### src/srlc_pkg.sv
// Constants shared by the switch/regulator control register block
package srlc_pkg;

  // ---------------------------------------------------------------
  // Register map
  // ---------------------------------------------------------------
  localparam logic [7:0] SRLC_CTRL_OFFSET   = 8'h14;
  localparam int         SRLC_RSVD_MSB      = 7;
  localparam int         SRLC_RSVD_LSB      = 6;
  localparam int         SRLC_SEL_BIT       = 5;
  localparam int         SRLC_CODE_MSB      = 4;
  localparam int         SRLC_CODE_LSB      = 0;
  localparam logic [7:0] SRLC_WRITE_MASK    = 8'h3F;
  localparam logic [7:0] SRLC_UNMAPPED_DATA = 8'h00;

  // ---------------------------------------------------------------
  // Reset contents per factory variant
  // ---------------------------------------------------------------
  localparam int         SRLC_NUM_VARIANTS  = 4;
  localparam logic [7:0] SRLC_RESET_VAR0    = 8'h06;
  localparam logic [7:0] SRLC_RESET_VAR1    = 8'h3F;
  localparam logic [7:0] SRLC_RESET_VAR2    = 8'h26;
  localparam logic [7:0] SRLC_RESET_VAR3    = 8'h26;

  // ---------------------------------------------------------------
  // Voltage code map, millivolts
  // ---------------------------------------------------------------
  localparam logic [4:0]  SRLC_SEG1_FIRST   = 5'h09;
  localparam logic [4:0]  SRLC_SEG2_FIRST   = 5'h0D;
  localparam logic [4:0]  SRLC_SEG3_FIRST   = 5'h10;
  localparam logic [11:0] SRLC_SEG0_BASE_MV = 12'h5DC; // 1500
  localparam logic [11:0] SRLC_SEG1_BASE_MV = 12'h7D0; // 2000
  localparam logic [11:0] SRLC_SEG2_BASE_MV = 12'h960; // 2400
  localparam logic [11:0] SRLC_SEG3_BASE_MV = 12'h9F6; // 2550
  localparam logic [11:0] SRLC_FINE_STEP_MV = 12'h032; // 50
  localparam logic [11:0] SRLC_WIDE_STEP_MV = 12'h064; // 100
  localparam logic [11:0] SRLC_OFF_MV       = 12'h000;

  // Function selected by the mode bit
  typedef enum logic {
    SRLC_MODE_SWITCH    = 1'b0,
    SRLC_MODE_REGULATOR = 1'b1
  } srlc_mode_e;

endpackage : srlc_pkg

### src/srlc_volt_lut.sv
// Voltage code to millivolt target lookup with registered output
`timescale 1ns/1ps
`default_nettype none

module srlc_volt_lut
  import srlc_pkg::*;
(
  input  wire logic        clk,
  input  wire logic        srst,
  input  wire logic [4:0]  code,
  input  wire logic        regulator_on,
  output var  logic [11:0] target_mv_reg
);

  logic [11:0] target_mv_next;
  logic [11:0] idx;

  // ---------------------------------------------------------------
  // Piecewise map, four linear segments
  // ---------------------------------------------------------------
  // code map
  always_comb begin
    idx = 12'(code);
    if (!regulator_on) begin
      target_mv_next = SRLC_OFF_MV;
    end else if (code < SRLC_SEG1_FIRST) begin
      target_mv_next = SRLC_SEG0_BASE_MV + 12'(idx * SRLC_FINE_STEP_MV);
    end else if (code < SRLC_SEG2_FIRST) begin
      target_mv_next = SRLC_SEG1_BASE_MV
        + 12'((idx - 12'(SRLC_SEG1_FIRST)) * SRLC_WIDE_STEP_MV);
    end else if (code < SRLC_SEG3_FIRST) begin
      target_mv_next = SRLC_SEG2_BASE_MV
        + 12'((idx - 12'(SRLC_SEG2_FIRST)) * SRLC_FINE_STEP_MV);
    end else begin
      target_mv_next = SRLC_SEG3_BASE_MV
        + 12'((idx - 12'(SRLC_SEG3_FIRST)) * SRLC_FINE_STEP_MV);
    end
  end

  // Registered so the analog side sees a glitch-free target
  always_ff @(posedge clk) begin
    if (srst) begin
      target_mv_reg <= SRLC_OFF_MV;
    end else begin
      target_mv_reg <= target_mv_next;
    end
  end

endmodule : srlc_volt_lut
`default_nettype wire

### src/srlc_ctrl_reg.sv
// Protected switch / third regulator control register
`timescale 1ns/1ps
`default_nettype none

module srlc_ctrl_reg
  import srlc_pkg::*;
#(
  parameter int VARIANT = 0
)
(
  input  wire logic        clk,
  input  wire logic        srst,
  input  wire logic        reg_wr_en,
  input  wire logic        reg_rd_en,
  input  wire logic [7:0]  reg_addr,
  input  wire logic [7:0]  reg_wdata,
  input  wire logic        write_unlocked,
  output var  logic [7:0]  reg_rdata,
  output var  logic        reg_rd_valid,
  output var  logic        reg_wr_rejected,
  output var  logic        switch_or_regulator_select,
  output var  logic [4:0]  third_regulator_voltage_code,
  output var  logic [11:0] third_regulator_target_mv
);

  // ---------------------------------------------------------------
  // Elaboration checks and variant reset value
  // ---------------------------------------------------------------
  if (VARIANT < 0 || VARIANT >= SRLC_NUM_VARIANTS) begin : g_bad_variant
    $error("VARIANT must select one of the factory variants");
  end

  localparam logic [7:0] RESET_VALUE =
    (VARIANT == 0) ? SRLC_RESET_VAR0 :
    (VARIANT == 1) ? SRLC_RESET_VAR1 :
    (VARIANT == 2) ? SRLC_RESET_VAR2 : SRLC_RESET_VAR3;

  // ---------------------------------------------------------------
  // Decode
  // ---------------------------------------------------------------
  logic       hit;
  logic       wr_accept;
  logic       wr_reject;
  logic [7:0] ctrl_reg;
  logic [7:0] ctrl_next;

  assign hit       = (reg_addr == SRLC_CTRL_OFFSET);
  assign wr_accept = reg_wr_en && hit && write_unlocked;
  assign wr_reject = reg_wr_en && hit && !write_unlocked;

  assign ctrl_next = reg_wdata & SRLC_WRITE_MASK;

  // ---------------------------------------------------------------
  // Storage
  // ---------------------------------------------------------------
  // Only the writable bits are ever loaded, so bits 7:6 stay zero
  always_ff @(posedge clk) begin
    if (srst) begin
      ctrl_reg <= RESET_VALUE & SRLC_WRITE_MASK;
    end else if (wr_accept) begin
      ctrl_reg <= ctrl_next;
    end
  end

  // Mode and code outputs, a flop copy of the stored fields
  // mode select
  always_ff @(posedge clk) begin
    if (srst) begin
      switch_or_regulator_select <= RESET_VALUE[SRLC_SEL_BIT];
      third_regulator_voltage_code <=
        RESET_VALUE[SRLC_CODE_MSB:SRLC_CODE_LSB];
    end else if (wr_accept) begin
      switch_or_regulator_select <= ctrl_next[SRLC_SEL_BIT];
      third_regulator_voltage_code <=
        ctrl_next[SRLC_CODE_MSB:SRLC_CODE_LSB];
    end
  end

  // ---------------------------------------------------------------
  // Read port
  // ---------------------------------------------------------------
  // Read returns the value stored before a same-cycle write
  always_ff @(posedge clk) begin
    if (srst) begin
      reg_rdata    <= 8'h00;
      reg_rd_valid <= 1'b0;
    end else begin
      reg_rd_valid <= reg_rd_en;
      if (reg_rd_en) begin
        reg_rdata <= hit ? ctrl_reg : SRLC_UNMAPPED_DATA;
      end
    end
  end

  // Rejection flag, one-cycle pulse for diagnostics
  always_ff @(posedge clk) begin
    if (srst) begin
      reg_wr_rejected <= 1'b0;
    end else begin
      reg_wr_rejected <= wr_reject;
    end
  end

  // ---------------------------------------------------------------
  // Voltage target
  // ---------------------------------------------------------------
  // code applies only in regulator mode
  srlc_volt_lut u_lut (
    .clk           (clk),
    .srst          (srst),
    .code          (third_regulator_voltage_code),
    .regulator_on  (switch_or_regulator_select == SRLC_MODE_REGULATOR),
    .target_mv_reg (third_regulator_target_mv)
  );
endmodule : srlc_ctrl_reg
`default_nettype wire

### config.mk
export PLATFORM = sky130hd
export DESIGN_NAME = srlc_ctrl_reg
export DESIGN_NICKNAME = d
export VERILOG_FILES = /design/src/srlc_pkg.sv /design/src/srlc_volt_lut.sv /design/src/srlc_ctrl_reg.sv
export SDC_FILE = /design/constraint.sdc
export NUM_CORES = 1
export LEC_CHECK = 0
export BUFFER_PORTS_ARGS = -buffer_cell sky130_fd_sc_hd__buf_2
export CELL_PAD_IN_SITES_DETAIL_PLACEMENT = 0
export CELL_PAD_IN_SITES_GLOBAL_PLACEMENT = 1
export CORE_ASPECT_RATIO = 2
export CORE_MARGIN = 2
export CORE_UTILIZATION = 25
export CTS_CLUSTER_DIAMETER = 50
export DETAILED_ROUTE_END_ITERATION = 10
export GPL_TIMING_DRIVEN = 0
export PLACE_DENSITY_LB_ADDON = 0.08
export SYNTH_ARGS = -nofsm -noshare
export SYNTH_HDL_FRONTEND = slang
export SYNTH_SLANG_ARGS = --single-unit
### constraint.sdc
create_clock -name clk -period 3.96 [get_ports clk]
set_input_delay 0.792 -clock clk [delete_from_list [all_inputs] [get_ports clk]]
set_output_delay 0.792 -clock clk [all_outputs]
set_load 0.1 [all_outputs]
# Word level (Yosys, flattened, before mapping)
# Index checks and enable logic that the tools add are counted.
# W data, S select, Z words.
word_totals:
  ff_bits: 34
  latchBits: 0
  ramBits: 0
  rom_bits: 0
  in_bits: 21
  output_inout_bits: 28
  wordCells: 32
  mem_count: 0
op_classes:
  add_sub_neg: 7
  mul: 4
  n_div: 0
  n_lt_le_gt_ge: 3
  n_eq_ne: 1
  shifts: 0
  muxes: 4
  n_bitwise: 1
  reduce_logical: 5
op_table:
  columns: ["operator", "n"]
  rows:
  - ["$mux W12", 3]
  - ["$add A12 B12 Y12 const A", 2]
  - ["$mul A12 B5 Y11 const B", 2]
  - ["$add A11 B11 Y12 const A", 1]
  - ["$add A11 B12 Y12 const A", 1]
  - ["$mul A12 B5 Y10 const B", 1]
  - ["$sub A5 B4 Y6 const B", 2]
  - ["$lt A5 B4 Y1 const B", 2]
  - ["$mul A5 B5 Y10 const B", 1]
  - ["$eq A8 B5 Y1 const B", 1]
  - ["$mux W6", 1]
  - ["$sub A5 B5 Y6 const B", 1]
  - ["$lt A5 B5 Y1 const B", 1]
  - ["$logic_and A1 B1 Y1", 3]
  - ["$reduce_or A2 Y1", 1]
  - ["$logic_not A1 Y1", 1]
  - ["$not A1 Y1", 1]

# Depth between registers and ports, before layout
logic_depth:
  depth_word: 6
  depth_mapped: 21
  mapped_depth_nobuf: 18

# Modules after synthesis
# Synthesis repeated with hierarchy kept, for this count alone.
unflattened:
  cells_unflattened: 399
  hier_area_um2: 3500.9
by_module_without_submodules:
  columns: ["module", "instances", "cells_per_inst", "area_per_inst_um2", "seq_area_each_um2"]
  rows:
  - ["srlc_volt_lut", 1, 336, 2874.0, 220.2]
  - ["srlc_ctrl_reg", 1, 63, 626.9, 280.3]

# Worst setup path after synthesis
# OpenSTA, ideal clock, no wires.
synth_path:
  path_type: "flip-flop to flip-flop"
  start: "reg third_regulator_voltage_code[0]"
  end: "reg u_lut.target_mv_reg[11]"
  setup_ps: 124
  arrival_ps: 4862
  required_time_ps: 3836
  setup_slack_ps: -1026
  path_stages_with_launch: 20
  n_path_buf: 3
  period_less_slack_ps: 4986
  path_cell_list: "dfxtp_1 buf_2 inv_1 ha_1 buf_2 nor2b_1 or3_1 clkbuf_1 nand2_1 ha_1 fa_1 inv_1 fa_1 inv_1 ha_1 nor3b_1 o211ai_1 xnor2_1 a2bb2oi_1 o22ai_1"
synth_via:
  elab_chain_len: 6
  elab_cells_between_ends: 17
  classes_between: "add/sub: 7; mul: 4; order compare: 3; mux: 3"
synth_lines:
  columns: ["item", "line_no", "rtl"]
  rows:
  - ["start, declared", "srlc_ctrl_reg.sv:22", "output var logic [4:0] third_regulator_voltage_code,"]
  - ["start signal, assigned", "srlc_ctrl_reg.sv:70", "third_regulator_voltage_code <="]
  - ["start signal, assigned", "srlc_ctrl_reg.sv:74", "third_regulator_voltage_code <="]
  - ["$sub A5 B5 Y6 / $sub A5 B4 Y6 (equally long branches)", "srlc_volt_lut.sv:36, srlc_volt_lut.sv:33", null]
  - ["$mul A12 B5 Y11, on equally long branches", "srlc_volt_lut.sv:36, srlc_volt_lut.sv:33", null]
  - ["$add A12 B12 Y12, on equally long branches", "srlc_volt_lut.sv:36, srlc_volt_lut.sv:33", null]
  - ["$mux W12", "srlc_volt_lut.sv:31", "end else if (code < SRLC_SEG3_FIRST) begin"]
  - ["$mux W12", "srlc_volt_lut.sv:28", "end else if (code < SRLC_SEG2_FIRST) begin"]
  - ["$mux W12 (*)", "srlc_volt_lut.sv:26", "end else if (code < SRLC_SEG1_FIRST) begin"]
  - ["end signal, assigned", "srlc_volt_lut.sv:45", "target_mv_reg <= target_mv_next;"]
  - ["end, declared", "srlc_volt_lut.sv:12", "output var logic [11:0] target_mv_reg"]
# Mark *: on every way between the ends. The rest lies on a longest branch, timed or not.
# A chain may end at the register's enable or synchronous reset.

# Final worst setup path
layout_path:
  start: "reg third_regulator_voltage_code[2]"
  end: "reg u_lut.target_mv_reg[10]"
# The elaborated chain is that of the path after synthesis.

==> metrics.txt <==
# TYPE chip_impl_metric gauge
chip_impl_metric{name="synth_top_area_share",unit="%"} 23.8
chip_impl_metric{name="grt_pass1_wl",unit="mm"} 15.7
chip_impl_metric{name="postSynthRegisterBits",unit=""} 25
chip_impl_info{name="synthTopCellsByArea",value="ha_1, dfxtp_1, fa_1"} 1
chip_impl_metric{name="layout.filler_cells",unit=""} 1421
chip_impl_metric{name="core_area",unit="mm²"} 0.0133
chip_impl_metric{name="cts_max_level",unit=""} 1
chip_impl_metric{name="largest_register_ffs",unit=""} 11
chip_impl_metric{name="finalCritPeriodShare",unit="%"} 95.6
chip_impl_metric{name="syn_area",unit="mm²"} 0.00336
chip_impl_metric{name="route.detailed.drc",unit=""} 0
chip_impl_metric{name="synth.yosys.warnings",unit=""} 0
chip_impl_metric{name="placed_cells_incl_taps",unit=""} 600
chip_impl_metric{name="grt_start_max_net_pins",unit=""} 14
chip_impl_metric{name="ios",unit=""} 49
chip_impl_info{name="beginning_of_the_worst_register_to_register_path",value="third_regulator_voltage_code[2]"} 1
chip_impl_metric{name="die_width",unit="µm"} 86.0
chip_impl_metric{name="layout_min_cycle_time",unit="ns"} 3.78
chip_impl_metric{name="ctsLongestPathBuffers",unit=""} 2
chip_impl_metric{name="ys_seq_area_share",unit="%"} 14.9
chip_impl_metric{name="vias",unit=""} 2873
chip_impl_metric{name="asyncSetResetFlopFracSynth",unit="%"} 0
chip_impl_metric{name="dp_hpwl",unit="mm"} 8.08
chip_impl_metric{name="finalNetCount",unit=""} 581
chip_impl_metric{name="cp_data_arrival_time",unit="ns"} 3.93
chip_impl_metric{name="detailed_routing_wirelength_on_met1",unit="mm"} 4.68
chip_impl_info{name="tritoncts_clock_tree",value="done"} 1
chip_impl_metric{name="route.antenna.remaining_nets",unit=""} 0
chip_impl_metric{name="timing_hold_violations_final",unit=""} 0
chip_impl_metric{name="first_global_vias",unit=""} 2896
chip_impl_metric{name="cts_inserted_buffers",unit=""} 3
chip_impl_metric{name="route.detailed.vias_per_inst",unit=""} 4.53
chip_impl_metric{name="edff_count_synth",unit=""} 0
chip_impl_metric{name="clkTransAtPathRegs",unit="ns"} 0.07
chip_impl_metric{name="maxcap_viol_count",unit=""} 0
chip_impl_info{name="yosys_most_used_dff",value="dfxtp_1"} 1
chip_impl_metric{name="routed_wl",unit="mm"} 10.2
chip_impl_metric{name="final_layout_size_suffix_gt1_share",unit="%"} 31.7
chip_impl_info{name="critPathLaunch",value="third_regulator_voltage_code[2]"} 1
chip_impl_metric{name="globalRouteOverflowTotal",unit=""} 0
chip_impl_metric{name="layout.area.seq",unit="µm²"} 519
chip_impl_metric{name="synthesis.area_per_instance",unit="µm²"} 8.41
chip_impl_info{name="r2r_end",value="u_lut.target_mv_reg[10]"} 1
chip_impl_metric{name="setup.reg_to_reg.worst_slack",unit="ns"} 0.18
chip_impl_metric{name="area_growth",unit="%"} 33.7
chip_impl_metric{name="grt.total_usage",unit="%"} 14.1
chip_impl_metric{name="buffer_ports.inserted",unit=""} 43
chip_impl_info{name="crit_path_end",value="u_lut.target_mv_reg[10]"} 1
chip_impl_metric{name="worst-endpoint-required",unit="ns"} 4.10
chip_impl_metric{name="cts_sinks",unit=""} 25
chip_impl_metric{name="clk_latency",unit="ns"} 0.26
chip_impl_metric{name="synthCells",unit=""} 400
chip_impl_metric{name="cts_hold_repair.buffers",unit=""} 0
chip_impl_metric{name="power.leakage",unit="nW"} 2.12
chip_impl_info{name="cell_at_the_root_of_the_clock_tree",value="clkbuf_16"} 1
chip_impl_info{name="hp-class",value="flop to flop"} 1
chip_impl_metric{name="path_max_fanout",unit=""} 5
chip_impl_info{name="end_kind",value="flop"} 1
chip_impl_metric{name="synth.lib_cells_used.distinct",unit=""} 52
chip_impl_metric{name="final_design_area_no_fill",unit="mm²"} 0.00450
chip_impl_metric{name="timing.final.setup_violations",unit=""} 0
chip_impl_metric{name="multiInputGateArea",unit="mm²"} 0.00295
chip_impl_metric{name="antennaDiodeCount",unit=""} 0
chip_impl_metric{name="drtPass1Iterations",unit=""} 4
chip_impl_metric{name="route.met2.wl",unit="mm"} 5.19
chip_impl_metric{name="power.ir.vdd_worst",unit="µV"} 129
chip_impl_metric{name="die_h",unit="µm"} 168
chip_impl_info{name="top_layer",value="met4"} 1
chip_impl_metric{name="gp_routability_congestion",unit=""} 0.761
chip_impl_metric{name="row_count",unit=""} 60
chip_impl_metric{name="post_drt_wl_per_cell",unit="µm"} 16.0
chip_impl_metric{name="postPlaceCellArea",unit="mm²"} 0.00391
chip_impl_metric{name="rr_worst_depth",unit=""} 17
chip_impl_metric{name="final_max_slew_viol_count",unit=""} 0
chip_impl_metric{name="met3RoutedLength",unit="µm"} 150
chip_impl_info{name="status",value="completed"} 1
chip_impl_metric{name="slew_headroom",unit="%"} 46.6
chip_impl_metric{name="die_area",unit="mm²"} 0.0145
chip_impl_metric{name="p_per_area",unit="mW/mm²"} 123
chip_impl_info{name="setup.worst_path.class",value="flop to flop"} 1
chip_impl_metric{name="layout.cells.non_filler",unit=""} 634
chip_impl_metric{name="drtIter0Drc",unit=""} 79
chip_impl_metric{name="clock.fmax",unit="MHz"} 264
chip_impl_metric{name="floorplan.initialDensity",unit="%"} 25.3
chip_impl_info{name="cp-start-kind",value="flop"} 1
chip_impl_metric{name="tightest_slew",unit="ns"} 0.797
chip_impl_metric{name="grt_antenna_before_repair",unit=""} 0
chip_impl_metric{name="worst_clock_skew",unit="ns"} 0.00731
chip_impl_metric{name="power",unit="W"} 0.000551
chip_impl_info{name="cell_type_with_the_largest_total_area_after_synthesis",value="ha_1"} 1
stage by stage:
| step | TNS [ns] | hold WS, ns | setup WS, ns | util [%] |
|---|---|---|---|---|
| 6_report | 0 | 0.568 | 0.176 | 33.9 |
| 3_5_place_dp | -2.37 | 0.560 | -0.615 | 29.5 |
| 2_1_floorplan | 0 | 0.691 | 0.000852 | - |
| 4_1_cts | -0.00360 | 0.592 | -0.00187 | 31.9 |
| 5_1_grt | -0.0122 | 0.586 | -0.0122 | 33.9 |
| 3_3_place_gp | -2.60 | 0.557 | -0.664 | 29.5 |
worst max-delay path, stage by stage, from the launching register on:
cell	delay [ns]
dfxtp_4	0.38
buf_6	0.12
ha_4	0.17
clkinvlp_4	0.13
nor2_4	0.16
nor2_2	0.05
nor2_2	0.14
ha_1	0.18
inv_1	0.05
fa_1	0.45
fa_1	0.51
inv_1	0.04
ha_1	0.36
a21oi_2	0.21
xor2_2	0.22
xor2_1	0.10
o31ai_1	0.24
o22ai_1	0.14
final cells by class:
| class | instances | share of cell area, % |
|---|---|---|
| Buffer | 10 | 1.78 |
| Clock buffer | 4 | 1.75 |
| Inverter | 53 | 4.73 |
| Multi-Input combinational cell | 311 | 65.5 |
| Sequential cell | 25 | 11.5 |
| Tap cell | 155 | 4.31 |
| Timing Repair Buffer | 76 | 10.4 |
cell usage after synthesis, types with 6 or more instances:
cell type,number
ha_1,64
fa_1,16
dfxtp_1,25
nand2_1,14
a21oi_1,24
o21ai_0,10
nand2b_1,6
a211oi_1,9
xnor2_1,26
nor2_1,41
nor2b_1,13
inv_1,53
xor2_1,16
report_power, final:
| group | internal, W | switching [W] |
|---|---|---|
| Clock | 0.000138 | 0.0000953 |
| Combinational | 0.0000265 | 0.0000430 |
| Sequential | 0.000248 | 0.000000239 |
placed cells by master, fill, tap and decap left out, types with 3 or more instances in the layout:
master / netlist / routed
a211oi_1: 9 / 6
a211oi_2: 1 / 4
a21o_1: 3 / 3
a21oi_1: 24 / 21
a21oi_2: 0 / 3
and2_1: 3 / 3
buf_2: 3 / 43
buf_4: 3 / 35
clkbuf_1: 5 / 3
clkbuf_16: 0 / 3
clkinvlp_4: 0 / 3
conb_1: 1 / 3
dfxtp_1: 25 / 20
dfxtp_4: 0 / 5
fa_1: 16 / 15
ha_1: 64 / 54
ha_4: 0 / 8
inv_1: 53 / 45
inv_2: 0 / 4
mux2i_1: 4 / 4
nand2_1: 14 / 11
nand2b_1: 6 / 5
nand3_1: 3 / 3
nor2_1: 41 / 37
nor2b_1: 13 / 12
nor3_1: 5 / 4
o211ai_1: 3 / 3
o21a_1: 4 / 4
o21ai_0: 10 / 7
o21ai_1: 3 / 5
o22ai_1: 4 / 4
xnor2_1: 26 / 20
xnor2_2: 0 / 5
xor2_1: 16 / 13
how the worst min path moves through the flow:
stage / slack (ns) / cells after the start / endpoint / startpoint
floorplan: 0.69 / 2 / reg_rdata[1] / third_regulator_voltage_code[1]
global placement: 0.56 / 1 / third_regulator_voltage_code[1] / third_regulator_voltage_code[1]
detailed placement: 0.56 / 1 / third_regulator_voltage_code[1] / third_regulator_voltage_code[1]
CTS: 0.59 / 3 / reg_rdata[5] / reg_rdata[5]
global route: 0.59 / 1 / third_regulator_voltage_code[1] / third_regulator_voltage_code[1]
finish: 0.57 / 1 / third_regulator_voltage_code[1] / third_regulator_voltage_code[1]
timing repair:
item / CTS / global route
gates resized for setup: 36 / 29
buffers inserted: 12 / 21
setup endpoints to repair: 6 / 5
pin swaps: 8 / 32
layer usage:
layer / GRT usage [%] / vias to the layer above
met2: 24.5 / 31
met1: 19.0 / 1327
met5: 0 / -
li1: - / 1506
met3: 0.882 / 9
met4: 2.62 / 0
cell families (layout without fill, tap and decap cells):
family                   after synthesis  count (layout)  share of synthesized area (%)
AND/OR/NAND/NOR                       99              99                           14.9
AO/OA/AOI/OAI                         83              83                           16.7
adder cells (fa/ha/maj)               80              80                           33.3
buffers and inverters                 66             143                           8.03
XOR/XNOR                              42              42                           10.9
flip-flops                            25              25                           14.9
multiplexers                           4               4                           1.19
other                                  1               3                          0.111
Power figures use the tool's default switching activity.
